File: src/flash_regs_defines.vh
`ifndef FLASH_REGS_DEFINES_VH
`define FLASH_REGS_DEFINES_VH
// opcodes seen on the serial link
`define CMD_WRITE_ENABLE    8'h06
`define CMD_WRITE_DISABLE   8'h04
`define CMD_READ_STATUS_LO  8'h05
`define CMD_READ_STATUS_HI  8'h35
`define CMD_READ_CONFIG     8'h15
`define CMD_WRITE_STATUS    8'h01
`define CMD_WRITE_STATUS_HI 8'h31
`define CMD_WRITE_CONFIG    8'h11
`define CMD_PAGE_PROGRAM    8'h02
`define CMD_PAGE_ERASE      8'h81
`define CMD_SECTOR_CLEAR    8'h20
`define CMD_BLOCK32_ERASE   8'h52
`define CMD_BLOCK_ERASE     8'hd8
`define CMD_CHIP_ERASE      8'hc7
`define CMD_CHIP_ERASE_ALT  8'h60
`define CMD_SUSPEND         8'h75
`define CMD_RESUME          8'h7a
`define CMD_RESET_ENABLE    8'h66
`define CMD_RESET           8'h99
`define CMD_ENTER_4BYTE     8'hb7
`define CMD_EXIT_4BYTE      8'he9
// array operation kinds handed to the array engine
`define OP_PAGE_PROGRAM     3'h0
`define OP_PAGE_ERASE       3'h1
`define OP_SECTOR_CLEAR     3'h2
`define OP_BLOCK32_ERASE    3'h3
`define OP_BLOCK_ERASE      3'h4
`define OP_CHIP_ERASE       3'h5
// link bit counts at frame end
`define BITS_OPCODE         6'd8
`define BITS_ONE_BYTE       6'd16
`define BITS_TWO_BYTES      6'd24
`define BITS_MAX            6'h3f
// status field positions in a written byte
`define ST_LOCK_LO          7
`define ST_LEVEL            6:2
`define ST_CMP              6
`define ST_SEC_LOCKS        5:3
`define ST_QUAD             1
`define ST_LOCK_HI          0
// configuration field positions
`define CF_HOLD_RESET       7
`define CF_STRENGTH         6:5
`define CF_LEARN            4
`define CF_DUMMY            3
`define CF_SCHEME           2
`define CF_ADDR_POWER_ON    1
// protection and pattern
`define PROTECT_NONE        5'h00
`define LEARN_PATTERN       8'h34
// dummy clock counts, default and alternate
`define DUMMY_2IO_DEF       4'h4
`define DUMMY_2IO_ALT       4'h8
`define DUMMY_4IO_DEF       4'h6
`define DUMMY_4IO_ALT       4'ha
`define DUMMY_DTR2_DEF      4'h6
`define DUMMY_DTR2_ALT      4'h8
`define DUMMY_DTR4_DEF      4'h8
`define DUMMY_DTR4_ALT      4'ha
// timing
`define CLK_PERIOD_NS       20
`define WRITE_TIME_US       5
// self-timed write length in core cycles, 5 us of 20 ns cycles, sized to the counter
`define WRITE_CYCLES_DEF    18'd250
`define WRITE_COUNT_W       18
// pin synchroniser: sclk, cs_n, si, wp_n, hold_reset_n ; reset levels
`define PIN_COUNT           5
`define PIN_RESET_VALUES    5'h1a
`endif

File: src/pin_sync.v
`timescale 1ns/100ps
// two-flop synchroniser bank for pins from outside the core clock
module pin_sync #(
	parameter WIDTH = 1,
	parameter [WIDTH-1:0] RESET_VALUES = {WIDTH{1'b0}}
) (
	input  wire             core_clk,
	input  wire             reset,
	input  wire [WIDTH-1:0] pins,
	output wire [WIDTH-1:0] pins_synced
);
	genvar i;
	// one pair of flops per pin, each pair its own driver
	generate
		for (i = 0; i < WIDTH; i = i + 1) begin : g_bit
			reg stage_one; // first flop, read only by stage_two
			reg stage_two; // settled copy
			always @(posedge core_clk) begin
				if (reset) begin
					stage_one <= RESET_VALUES[i];
					stage_two <= RESET_VALUES[i];
				end else begin
					stage_one <= pins[i];
					stage_two <= stage_one;
				end
			end
			assign pins_synced[i] = stage_two;
		end
	endgenerate
endmodule

File: src/flash_status_config_regs.v
`timescale 1ns/100ps
`include "flash_regs_defines.vh"
// Notes on behaviour
// - busy flag high during program, erase, write
// - latch clear rejects status write, program, erase
// - protect level selects region refused for alteration
// - protect level writable only outside hardware protection
// - chip erase runs only with no protection
// - lock mode 00 allows writes whenever latch set
// - lock mode 01 locks while protect pin low and quad enable off
// - lock modes 10 and 11 both lock until power cycle
// - quad enable turns control pins into data
// - fail flag set on failure, reset, protected
// - fail flag clears on success, never stops operation
// - security locks set individually, cleared only by reset
// - complement bit joins level for protected area
// - paused flag set by suspend, cleared by resume/reset
// - config read opcode shifts out register anytime
// - shared pin hold or reset, off when quad
// - two strength bits choose read drive strength
// - learning pattern driven in dummy when enabled
// - dummy select picks dummy clock counts
// - scheme select; block locks set at reset
// - power-on address mode chooses start width
// - current address mode shows present width
// - write enable opcode sets the latch
// - config write needs exact byte boundary, clears latch
module flash_status_config_regs #(
	parameter [`WRITE_COUNT_W-1:0] WRITE_CYCLES = `WRITE_CYCLES_DEF
) (
	input  wire       core_clk,
	input  wire       reset,
	input  wire       sclk,
	input  wire       cs_n,
	input  wire       si,
	input  wire       wp_n,
	input  wire       hold_reset_n,
	input  wire       region_protected,
	input  wire       op_done,
	input  wire       op_ok,
	output reg        so_out,
	output reg        so_oe_n,
	output reg        op_request,
	output reg  [2:0] op_kind,
	output reg        op_abort,
	output reg        suspend_req,
	output reg        resume_req,
	output reg        busy_flag,
	output reg        write_enable_latch,
	output reg        wp_function_en,
	output reg        hold_function_en,
	output reg        reset_function_en,
	output reg  [1:0] drive_strength,
	output reg  [7:0] learn_pattern,
	output reg  [3:0] dummy_2io,
	output reg  [3:0] dummy_4io,
	output reg  [3:0] dummy_dtr2,
	output reg  [3:0] dummy_dtr4,
	output reg        block_scheme,
	output reg        block_locks_set,
	output reg        address_4byte
);
	// one-hot activity states
	localparam [2:0] ST_IDLE  = 3'b001;
	localparam [2:0] ST_WRITE = 3'b010;
	localparam [2:0] ST_ARRAY = 3'b100;

	wire [`PIN_COUNT-1:0] pins_s;            // synchronised pins
	wire       sclk_s  = pins_s[0];          // link clock level
	wire       cs_n_s  = pins_s[1];          // chip select level
	wire       si_s    = pins_s[2];          // serial input
	wire       wp_n_s  = pins_s[3];          // protect pin
	wire       hold_s  = pins_s[4];          // hold or reset pin
	reg        sclk_prev;                    // for edge finding
	reg        cs_prev;                      // for frame end finding
	reg  [5:0] bit_count;                    // rising edges this frame
	reg  [23:0] shift_in;                    // received bits
	reg  [7:0] opcode;                       // first byte of frame
	reg  [2:0] state;                        // activity state
	reg  [`WRITE_COUNT_W-1:0] write_count;   // self-timed write cycle
	reg        reset_armed;                  // reset enable seen
	// status fields
	reg  [4:0] array_protect_level;
	reg        status_lock_mode_hi;
	reg        status_lock_mode_lo;
	reg        quad_enable;
	reg        op_fail_flag;
	reg        security_lock_1;
	reg        security_lock_2;
	reg        security_lock_3;
	reg        complement_protect;
	reg        paused_flag;
	// configuration fields
	reg        hold_reset_select;
	reg        output_strength_hi;
	reg        output_strength_lo;
	reg        learning_pattern_enable;
	reg        dummy_cycle_select;
	reg        protect_scheme_select;
	reg        power_on_address_mode;
	reg        current_address_mode;
	reg  [7:0] read_byte;                    // byte being shifted out
	reg        read_cmd;                     // opcode is a register read
	reg        array_cmd;                    // opcode is program or erase
	reg  [2:0] array_kind;                   // kind for that opcode

	wire sclk_rise = sclk_s & ~sclk_prev;
	wire sclk_fall = ~sclk_s & sclk_prev;
	wire frame_end = cs_n_s & ~cs_prev;
	// hardware protection only while the pin keeps its control role
	wire hw_protected = ~status_lock_mode_hi & status_lock_mode_lo & ~wp_n_s & ~quad_enable;
	wire status_locked = status_lock_mode_hi | hw_protected;
	wire status_write_ok = write_enable_latch & ~status_locked;
	wire hard_reset = reset_function_en & ~hold_s;
	wire soft_reset = frame_end & reset_armed & (opcode == `CMD_RESET) & (bit_count == `BITS_OPCODE);
	wire any_reset = soft_reset | hard_reset;
	wire idle = state[0];
	wire [7:0] data_lo = shift_in[7:0];  // last byte of the frame
	wire [7:0] data_hi = shift_in[15:8]; // byte before it

	pin_sync #(
		.WIDTH        (`PIN_COUNT),
		.RESET_VALUES (`PIN_RESET_VALUES)
	) u_pin_sync (
		.core_clk    (core_clk),
		.reset       (reset),
		.pins        ({hold_reset_n, wp_n, si, cs_n, sclk}),
		.pins_synced (pins_s)
	);

	// byte returned by the register read opcodes
	always @* begin
		read_cmd = 1'b1;
		case (opcode)
			`CMD_READ_STATUS_LO: read_byte = {status_lock_mode_lo, array_protect_level,
				write_enable_latch, busy_flag};
			`CMD_READ_STATUS_HI: read_byte = {paused_flag, complement_protect, security_lock_3,
				security_lock_2, security_lock_1, op_fail_flag, quad_enable, status_lock_mode_hi};
			`CMD_READ_CONFIG: read_byte = {hold_reset_select, output_strength_hi, output_strength_lo,
				learning_pattern_enable, dummy_cycle_select, protect_scheme_select,
				power_on_address_mode, current_address_mode};
			default: begin
				read_byte = 8'h00;
				read_cmd = 1'b0;
			end
		endcase
	end

	// program and erase opcode decode
	always @* begin
		array_cmd = 1'b1;
		case (opcode)
			`CMD_PAGE_PROGRAM:   array_kind = `OP_PAGE_PROGRAM;
			`CMD_PAGE_ERASE:     array_kind = `OP_PAGE_ERASE;
			`CMD_SECTOR_CLEAR:   array_kind = `OP_SECTOR_CLEAR;
			`CMD_BLOCK32_ERASE:  array_kind = `OP_BLOCK32_ERASE;
			`CMD_BLOCK_ERASE:    array_kind = `OP_BLOCK_ERASE;
			`CMD_CHIP_ERASE:     array_kind = `OP_CHIP_ERASE;
			`CMD_CHIP_ERASE_ALT: array_kind = `OP_CHIP_ERASE;
			default: begin
				array_kind = `OP_PAGE_PROGRAM;
				array_cmd = 1'b0;
			end
		endcase
	end

	// link receive side: edges, bit count, shift register
	always @(posedge core_clk) begin
		if (reset) begin
			sclk_prev <= 1'b0;
			cs_prev <= 1'b1;
			bit_count <= 6'h00;
			shift_in <= 24'h000000;
			opcode <= 8'h00;
		end else begin
			sclk_prev <= sclk_s;
			cs_prev <= cs_n_s;
			if (cs_n_s) begin
				// frame closed, count restarts
				bit_count <= 6'h00;
			end else if (sclk_rise) begin
				shift_in <= {shift_in[22:0], si_s};
				if (bit_count != `BITS_MAX)
					bit_count <= bit_count + 6'h01;
				if (bit_count == `BITS_OPCODE - 6'h01)
					opcode <= {shift_in[6:0], si_s};
			end
		end
	end

	// link transmit side: msb first on falling edges
	always @(posedge core_clk) begin
		if (reset) begin
			so_out <= 1'b0;
			so_oe_n <= 1'b1;
		end else if (cs_n_s) begin
			so_oe_n <= 1'b1;
		end else if (sclk_fall && bit_count >= `BITS_OPCODE && read_cmd) begin
			so_out <= read_byte[~bit_count[2:0]];
			so_oe_n <= 1'b0;
		end
	end

	// command execution, activity state and register fields
	always @(posedge core_clk) begin
		if (reset) begin
			state <= ST_IDLE;
			busy_flag <= 1'b0;
			write_count <= {`WRITE_COUNT_W{1'b0}};
			reset_armed <= 1'b0;
			write_enable_latch <= 1'b0;
			array_protect_level <= `PROTECT_NONE;
			status_lock_mode_hi <= 1'b0;
			status_lock_mode_lo <= 1'b0;
			quad_enable <= 1'b0;
			op_fail_flag <= 1'b0;
			security_lock_1 <= 1'b0;
			security_lock_2 <= 1'b0;
			security_lock_3 <= 1'b0;
			complement_protect <= 1'b0;
			paused_flag <= 1'b0;
			hold_reset_select <= 1'b0;
			output_strength_hi <= 1'b0;
			output_strength_lo <= 1'b0;
			learning_pattern_enable <= 1'b0;
			dummy_cycle_select <= 1'b0;
			protect_scheme_select <= 1'b0;
			power_on_address_mode <= 1'b0;
			current_address_mode <= 1'b0;
			op_request <= 1'b0;
			op_kind <= `OP_PAGE_PROGRAM;
			op_abort <= 1'b0;
			suspend_req <= 1'b0;
			resume_req <= 1'b0;
			block_locks_set <= 1'b1;
		end else begin
			// single-cycle strobes default low
			op_request <= 1'b0;
			op_abort <= 1'b0;
			suspend_req <= 1'b0;
			resume_req <= 1'b0;
			block_locks_set <= 1'b0;
			if (frame_end)
				reset_armed <= (opcode == `CMD_RESET_ENABLE) && (bit_count == `BITS_OPCODE);
			// activity progress
			case (state)
				ST_IDLE: busy_flag <= 1'b0;
				ST_WRITE: begin
					if (write_count == {`WRITE_COUNT_W{1'b0}}) begin
						state <= ST_IDLE;
						busy_flag <= 1'b0;
						write_enable_latch <= 1'b0;
					end else begin
						write_count <= write_count - {{(`WRITE_COUNT_W-1){1'b0}}, 1'b1};
					end
				end
				ST_ARRAY: begin
					if (op_done && !paused_flag) begin
						state <= ST_IDLE;
						busy_flag <= 1'b0;
						write_enable_latch <= 1'b0;
						op_fail_flag <= ~op_ok;
					end
				end
				default: begin
					state <= ST_IDLE;
					busy_flag <= 1'b0;
				end
			endcase
			if (any_reset) begin
				// soft or hard reset: volatile state returns to default
				if (state == ST_ARRAY) begin
					op_fail_flag <= 1'b1;
					op_abort <= 1'b1;
				end
				state <= ST_IDLE;
				busy_flag <= 1'b0;
				write_enable_latch <= 1'b0;
				paused_flag <= 1'b0;
				learning_pattern_enable <= 1'b0;
				dummy_cycle_select <= 1'b0;
				current_address_mode <= power_on_address_mode;
				block_locks_set <= 1'b1;
			end else if (frame_end) begin
				case (opcode)
					`CMD_WRITE_ENABLE: if (idle && bit_count == `BITS_OPCODE)
						write_enable_latch <= 1'b1;
					`CMD_WRITE_DISABLE: if (idle && bit_count == `BITS_OPCODE)
						write_enable_latch <= 1'b0;
					`CMD_WRITE_STATUS: if (idle && status_write_ok) begin
						if (bit_count == `BITS_ONE_BYTE || bit_count == `BITS_TWO_BYTES) begin
							status_lock_mode_lo <= data_lo[`ST_LOCK_LO];
							array_protect_level <= data_lo[`ST_LEVEL];
							state <= ST_WRITE;
							busy_flag <= 1'b1;
							write_count <= WRITE_CYCLES;
						end
						if (bit_count == `BITS_TWO_BYTES) begin
							// first byte low half, second byte high half
							status_lock_mode_lo <= data_hi[`ST_LOCK_LO];
							array_protect_level <= data_hi[`ST_LEVEL];
							complement_protect <= data_lo[`ST_CMP];
							{security_lock_3, security_lock_2, security_lock_1} <=
								{security_lock_3, security_lock_2, security_lock_1} |
								data_lo[`ST_SEC_LOCKS];
							quad_enable <= data_lo[`ST_QUAD];
							status_lock_mode_hi <= data_lo[`ST_LOCK_HI];
						end
					end
					`CMD_WRITE_STATUS_HI: if (idle && status_write_ok && bit_count == `BITS_ONE_BYTE) begin
						complement_protect <= data_lo[`ST_CMP];
						{security_lock_3, security_lock_2, security_lock_1} <=
							{security_lock_3, security_lock_2, security_lock_1} |
							data_lo[`ST_SEC_LOCKS];
						quad_enable <= data_lo[`ST_QUAD];
						status_lock_mode_hi <= data_lo[`ST_LOCK_HI];
						state <= ST_WRITE;
						busy_flag <= 1'b1;
						write_count <= WRITE_CYCLES;
					end
					`CMD_WRITE_CONFIG: if (idle && write_enable_latch && bit_count == `BITS_ONE_BYTE) begin
						hold_reset_select <= data_lo[`CF_HOLD_RESET];
						{output_strength_hi, output_strength_lo} <= data_lo[`CF_STRENGTH];
						learning_pattern_enable <= data_lo[`CF_LEARN];
						dummy_cycle_select <= data_lo[`CF_DUMMY];
						protect_scheme_select <= data_lo[`CF_SCHEME];
						power_on_address_mode <= data_lo[`CF_ADDR_POWER_ON];
						state <= ST_WRITE;
						busy_flag <= 1'b1;
						write_count <= WRITE_CYCLES;
					end
					`CMD_SUSPEND: if (state == ST_ARRAY && !paused_flag && bit_count == `BITS_OPCODE) begin
						paused_flag <= 1'b1;
						suspend_req <= 1'b1;
					end
					`CMD_RESUME: if (paused_flag && bit_count == `BITS_OPCODE) begin
						paused_flag <= 1'b0;
						resume_req <= 1'b1;
					end
					`CMD_ENTER_4BYTE: if (bit_count == `BITS_OPCODE)
						current_address_mode <= 1'b1;
					`CMD_EXIT_4BYTE: if (bit_count == `BITS_OPCODE)
						current_address_mode <= 1'b0;
					default: begin
						if (array_cmd && idle && write_enable_latch && bit_count >= `BITS_OPCODE) begin
							if (array_kind == `OP_CHIP_ERASE) begin
								if (array_protect_level == `PROTECT_NONE) begin
									op_request <= 1'b1;
									op_kind <= array_kind;
									state <= ST_ARRAY;
									busy_flag <= 1'b1;
								end
							end else if (region_protected) begin
								op_fail_flag <= 1'b1;
							end else begin
								op_request <= 1'b1;
								op_kind <= array_kind;
								state <= ST_ARRAY;
								busy_flag <= 1'b1;
							end
						end
					end
				endcase
			end
		end
	end

	// pin roles and read-path settings presented as flops
	always @(posedge core_clk) begin
		if (reset) begin
			wp_function_en <= 1'b1;
			hold_function_en <= 1'b1;
			reset_function_en <= 1'b0;
			drive_strength <= 2'h0;
			learn_pattern <= 8'h00;
			dummy_2io <= `DUMMY_2IO_DEF;
			dummy_4io <= `DUMMY_4IO_DEF;
			dummy_dtr2 <= `DUMMY_DTR2_DEF;
			dummy_dtr4 <= `DUMMY_DTR4_DEF;
			block_scheme <= 1'b0;
			address_4byte <= 1'b0;
		end else begin
			wp_function_en <= ~quad_enable;
			hold_function_en <= ~quad_enable & ~hold_reset_select;
			reset_function_en <= ~quad_enable & hold_reset_select;
			drive_strength <= {output_strength_hi, output_strength_lo};
			learn_pattern <= learning_pattern_enable ? `LEARN_PATTERN : 8'h00;
			dummy_2io <= dummy_cycle_select ? `DUMMY_2IO_ALT : `DUMMY_2IO_DEF;
			dummy_4io <= dummy_cycle_select ? `DUMMY_4IO_ALT : `DUMMY_4IO_DEF;
			dummy_dtr2 <= dummy_cycle_select ? `DUMMY_DTR2_ALT : `DUMMY_DTR2_DEF;
			dummy_dtr4 <= dummy_cycle_select ? `DUMMY_DTR4_ALT : `DUMMY_DTR4_DEF;
			block_scheme <= protect_scheme_select;
			address_4byte <= current_address_mode;
		end
	end
endmodule

File: config.mk
export PLATFORM = sky130hd
export DESIGN_NAME = flash_status_config_regs
export DESIGN_NICKNAME = d
export VERILOG_FILES = /design/src/pin_sync.v /design/src/flash_status_config_regs.v
export VERILOG_INCLUDE_DIRS = /design/src
export SDC_FILE = /design/constraint.sdc
export NUM_CORES = 1
export LEC_CHECK = 0
export ABC_AREA = 1
export BUFFER_PORTS_ARGS = -buffer_cell sky130_fd_sc_hd__buf_4
export CORE_UTILIZATION = 53
export CTS_CLUSTER_DIAMETER = 40
export DETAILED_ROUTE_END_ITERATION = 6
export GPL_TIMING_DRIVEN = 0
export PLACE_DENSITY = 0.78
export SYNTH_ARGS = -nofsm -noshare
export SYNTH_HDL_FRONTEND = slang
export SYNTH_SLANG_ARGS = --single-unit
File: constraint.sdc
create_clock -name core_clk -period 1.8 [get_ports core_clk]
set_input_delay 0.27 -clock core_clk [delete_from_list [all_inputs] [get_ports core_clk]]
set_output_delay 0.27 -clock core_clk [all_outputs]
set_load 0.01 [all_outputs]
# After elaboration in Yosys (flattened, before gate mapping)

Index checks and enable logic that the tools add are counted.

Muxes and demuxes: 108
Reduce and logical (&&, ||, !) cells: 46
Bitwise logic cells: 34
$add $sub $neg: 2
Eq/ne operators: 39
Order comparisons: 2

Operators with widths:

| operator                                                              | count |
|---|---|
| 18-bit 2-to-1 mux                                                     | 8 |
| 1-bit 2-to-1 mux                                                      | 61 |
| 18-bit case mux with 3 select lines                                   | 1 |
| 8-bit equality test, second input constant                            | 6 |
| 3-bit 2-to-1 mux                                                      | 14 |
| 8-bit by 7-bit equality test with 1-bit output, second input constant | 5 |
| 8-bit by 3-bit equality test with 1-bit output, second input constant | 3 |
| 8-bit by 6-bit equality test with 1-bit output, second input constant | 3 |
| 8-bit case mux with 3 select lines                                    | 1 |
| 1-bit case mux with 2 select lines                                    | 11 |
| 18-bit zero test                                                      | 1 |
| 18-bit by 1-bit subtractor with 18-bit output, second input constant  | 1 |
| 1-bit inverter                                                        | 17 |
| 8-bit by 5-bit equality test with 1-bit output, second input constant | 2 |
| 1-bit logical AND                                                     | 15 |
| 3-bit case mux with 5 select lines                                    | 1 |
| 1-bit AND                                                             | 13 |
| 13-bit OR reduction                                                   | 1 |
| 6-bit by 5-bit equality test with 1-bit output, second input constant | 2 |
| 4-bit 2-to-1 mux                                                      | 3 |
| 3-bit case mux with 4 select lines                                    | 1 |
| 4-bit AND reduction                                                   | 3 |
| 6-bit AND reduction                                                   | 2 |
| 5-bit 2-to-1 mux                                                      | 2 |
| 36 further kinds                                                      | 54 |

Logic and storage cells: 288
Output and inout port bits: 43
Bits in registers: 129
Bits of input ports: 10

# Depth between registers and ports, before layout

Depth in word-level cells: 13
Depth in mapped cells: 13
Mapped depth without buffers: 13

# By module

A second synthesis with hierarchy kept.

Cells, all modules: 804
Area total of the unflattened synthesis: 5514.0 µm²

By module, submodules not included:

| module                   | seq. area each (µm²) | cells each | area an instance (µm²) | instances |
|---|---|---|---|---|
| flash_status_config_regs | 1961.9               | 768        | 5197.5                 | 1 |
| pin_sync                 | 200.2                | 36         | 316.6                  | 1 |

# Least setup slack after synthesis

OpenSTA, ideal clock, no wires.

Path kind: flip-flop to flip-flop
Start point: register bit_count[0]
End point: register write_count[14]
Path slack: 0.038 ns
Required time: 1.684 ns
Setup time: 0.116 ns
Data arrival time: 1.646 ns
Period minus slack after synthesis: 1.762 ns
Path buffers: 1
Stages on the path, launching flop included: 13
Path through: dfxtp_1 > inv_1 > ha_1 > nand2_1 > nor3_1 > inv_1 > nor2_1 > nor2_1 > nor2_1 > o21ai_2 > o21ai_2 > buf_6 > nor2_1

Cells in the longest elaborated chain, start to end: 7
Elaborated cells between the ends (all ways): 15
Classes of those cells: eq/ne: 3; mux: 7; bitwise: 2; reduce/logical: 3

RTL lines:

| item                                                     | line                           | RTL |
|---|---|---|
| from (decl)                                              | flash_status_config_regs.v:76  | `reg [5:0] bit_count;` |
| from (signal assigned)                                   | flash_status_config_regs.v:184 | `bit_count <= bit_count + 6'h01;` |
| 6-bit by 5-bit equality test with 1-bit output (no line) | -                              |  |
| 1-bit logical OR (no line)                               | -                              |  |
| 18-bit 2-to-1 mux                                        | flash_status_config_regs.v:291 | `` if (bit_count == `BITS_ONE_BYTE \|\| bit_count == `BITS_TWO_BYTES) begin `` |
| 18-bit 2-to-1 mux                                        | flash_status_config_regs.v:290 | `` `CMD_WRITE_STATUS: if (idle && status_write_ok) begin `` |
| 18-bit case mux with 3 select lines                      | flash_status_config_regs.v:285 | `case (opcode)` |
| 18-bit 2-to-1 mux                                        | flash_status_config_regs.v:284 | `end else if (frame_end) begin` |
| 18-bit 2-to-1 mux (*)                                    | flash_status_config_regs.v:270 | `if (any_reset) begin` |
| to (signal assigned)                                     | flash_status_config_regs.v:209 | `` write_count <= {`WRITE_COUNT_W{1'b0}}; `` |
| to (signal assigned)                                     | flash_status_config_regs.v:254 | `` write_count <= write_count - {{(`WRITE_COUNT_W-1){1'b0}}, 1'b1}; `` |
| to (decl)                                                | flash_status_config_regs.v:80  | `` reg [`WRITE_COUNT_W-1:0] write_count; `` |

Every way passes the cells marked *; elsewhere a longest branch is shown, timed or not.
A chain may end at the register's enable or synchronous reset.

# Worst setup path after layout

Start point: register bit_count[0]
End point: register write_count[16]

The elaborated chain is that of the path after synthesis.

==> flow_summary.toml <==
[hold_path]
min_path_type = "primary input to flip-flop"
min_from = "wp_n"
whs_path_depth = 2

[global_route]
grt_max_degree = 21
grt_overflow = 0
track_usage_pct = 28.80
grt_pass1_vias = 4640
grt_pass1_wl_um = 22500
antenna_found_initial = 0

[finish]
final_nets = 848
layout-drive-gt1-share_pct = 28.45
fillers = 824
area_delta_synth_final_pct = 24.57
post-route-util_pct = 69.37
diodes = 0

[detailed_routing]
via_per_inst = 5.341
first_pass_iters = 5
first_iter_violations = 354
routedWlPerCell_um = 15.08
ant_nets = 0
dr_total_vias = 5175
wirelength_um = 14620
drc_errors = 0

[sta]
whs_ns = 0.05390
clock_skew_ns = 0.02001
finalCritPeriodShare_pct = 101.2
max_freq_mhz = 548.9
layout_setup_ws_ns = -0.02193
rsz0062_at_grt = "yes"
setup_tns_ns = -0.1883
setup_viol = 12
slew_violations = 0
worst_pin_slew_ns = 0.6770
relSlewSlack_pct = 54.87
final.min_clock_period_ns = 1.822
hold_viol = 0

[synthesis]
synth.distinct_cells = 40
syn_inst = 745
synth_edf_count = 0
synth.ff_latch_count = 108
synth-adder-area-share_pct = 0.7193
syn_avg_cell_area_um2 = 7.005
synth.most_common_cell = "nor2_1"
synth_xor_xnor_area_share_pct = 1.846
synth-async-reset-ratio_pct = 0
synth_ff_type = "dfxtp_1"
yosysWarnings = 0
synth_top_family_by_area = "simple AND/OR/NAND/NOR gates"
synth-compound-area-share_pct = 12.83
synthTopCellsByArea = "dfxtp_1 41%, nor2_1 9.8%, nand2_1 8.6%, o21ai_0 5.7%, inv_1 5.6%"
yosys.area.top_type = "dfxtp_1"
synthMuxAreaShare_pct = 0
synth_common_cells = "136 x nor2_1, 120 x nand2_1, 108 x dfxtp_1"
ys_seq_area_share_pct = 41.43
synth-simple-area-share_pct = 32.37
synth_top_area_share_pct = 41.43
syn_area_um2 = 5219

[cts]
cts_root_buf = "clkbuf_8"
h-tree-depth = 3
clk_path_buf_depth = 2
cts.sinks = 108
clk_latency_ns = 0.40
numCtsBuffers = 9
cts.reportedPaths.clkPinSlew_ns = 0.11
tritoncts = "done"

[place]
place_hpwl_um = 10510
dp_slack_ns = -0.3907
portBuffers = 38
gp_congestion = 0.9598

[status]
status = "complete, but fails checks"
violations = "negative setup slack"

[power]
power_density_nw_per_um2 = 620.7
power_frac_comb_pct = 4.3
power_frac_clock_pct = 36.0
p_total_mw = 4.035
p_sw_mw = 1.034
vdd_ir_drop_max_v = 0.0004986
p_leak_nw = 2.819
internal_power_mw = 3.001
power.share.switching_pct = 25.62
p_seq_share_pct = 59.7

[worst_setup_path]
reg2reg_depth = 11
path_class = "flip-flop to flip-flop"
cp_max_fo = 5
crit_required_ns = 2.09
worst_setup_path_end_kind = "flip-flop"
crit_path_start_kind = "flip-flop"
reg2reg_slack_ns = -0.02
crit_arrival_ns = 2.11
reg2reg_from = "bit_count[0]"
setup.worst_path.start = "bit_count[0]"

[job]
maxCapViolCount = 0

[die]
die_x_um = 101.2
core_um2 = 9371
die_height_um = 101.2
row_count = 35
initial_core_util_pct = 55.69
io_pins = 53
dieArea_um2 = 10250
==> registers in the layout, summed over array words and instances (netlist names), 2 cells and up <==
signal / count
dummy_2io: 2
u_pin_sync.g_bit.stage_two: 5
bit_count: 6
opcode: 8
write_count: 18
state: 3
drive_strength: 2
shift_in: 16
u_pin_sync.g_bit.stage_one: 5
array_protect_level: 5
op_kind: 3
==> kinds of logic (layout without fill, tap and decap cells) <==
| family | count (synthesis) | count (layout) |
|---|---|---|
| and+or+nand+nor | 377 | 378 |
| DFF | 108 | 108 |
| other | 2 | 13 |
| adders and majority gates | 3 | 3 |
| AOI/OAI and AO/OA | 121 | 121 |
| buffers and inverters | 123 | 206 |
| xor gates and xnor gates | 11 | 11 |
==> cell type report <==
| type | instances | area (um2) | share of cell area, % |
|---|---|---|---|
| repair buffers | 68 | 518.0 | 7.968 |
| clock inverters | 7 | 65.06 | 1.001 |
| flip-flops and latches | 108 | 2193 | 33.74 |
| multi-input cells | 526 | 2867 | 44.09 |
| well taps | 129 | 161.4 | 2.483 |
| plain buffers | 36 | 237.7 | 3.657 |
| inverters | 86 | 335.3 | 5.158 |
| clock buffers | 9 | 123.9 | 1.905 |
==> critical path, cell delays in order (launching register included) <==
cell	delay, ns
dfxtp_4	0.41
inv_4	0.05
ha_4	0.17
nand3_2	0.09
nor2_4	0.05
nand2_4	0.08
o21bai_4	0.09
nor2_4	0.20
nand2_1	0.12
o21ai_2	0.26
buf_6	0.16
nor2_1	0.04
==> metal layers <==
metal | GRT usage, % | wire length [um] | vias to the layer above
li1 | - | - | 2560
met1 | 34.48 | 6041 | 2348
met3 | 6.418 | 1056 | 33
met4 | 11.82 | 391 | 0
met2 | 49.97 | 7128 | 234
met5 | 0 | 0 | -
==> power groups by stage <==
stage	combinational [mW]	sequential (mW)	clock (mW)
2_1_floorplan	0.104	2.47	0
3_3_place_gp	0.151	2.47	0
3_5_place_dp	0.153	2.47	0
4_1_cts	0.164	2.41	1.46
5_1_grt	0.191	2.41	1.55
6_report	0.175	2.41	1.45
==> placed cells by master, fill, tap and decap left out, types with 4 or more instances in the layout <==
cell,n
nor2_1,115
nand2_1,104
dfxtp_1,93
buf_4,88
inv_1,67
o21ai_0,52
nand3_1,43
a21oi_1,40
nor2_2,21
nand4_1,18
nand2_2,16
nor2_4,16
conb_1,13
inv_2,12
clkbuf_1,11
nand3_2,10
dfxtp_2,10
nor3_1,9
clkbuf_8,9
nand2_4,8
xor2_1,8
or2_2,6
o21ai_1,6
inv_4,5
o21ai_2,5
a31oi_1,5
dfxtp_4,5
inv_6,4
==> final timing paths <==
kind,to
worst max register to register,write_count[16]
worst max-delay path,write_count[16]
worst min register to register,u_pin_sync.g_bit[2].stage_two
worst min-delay path,u_pin_sync.g_bit[3].stage_one
==> through the flow <==
step                area (um2)  std cells
floorplan                 5260        756
global placement          5707        923
detailed placement        5707        923
CTS                       6138        954
global route              6501        969
finish                    6501        969
==> timing repair <==
action,CTS,global route
pin swaps,18,33
cloned,1,1
setup endpoints to repair,55,59
resized for setup,44,90
hold buffers,0,0
buffers inserted,14,15
(Power assumes the default switching activity.)
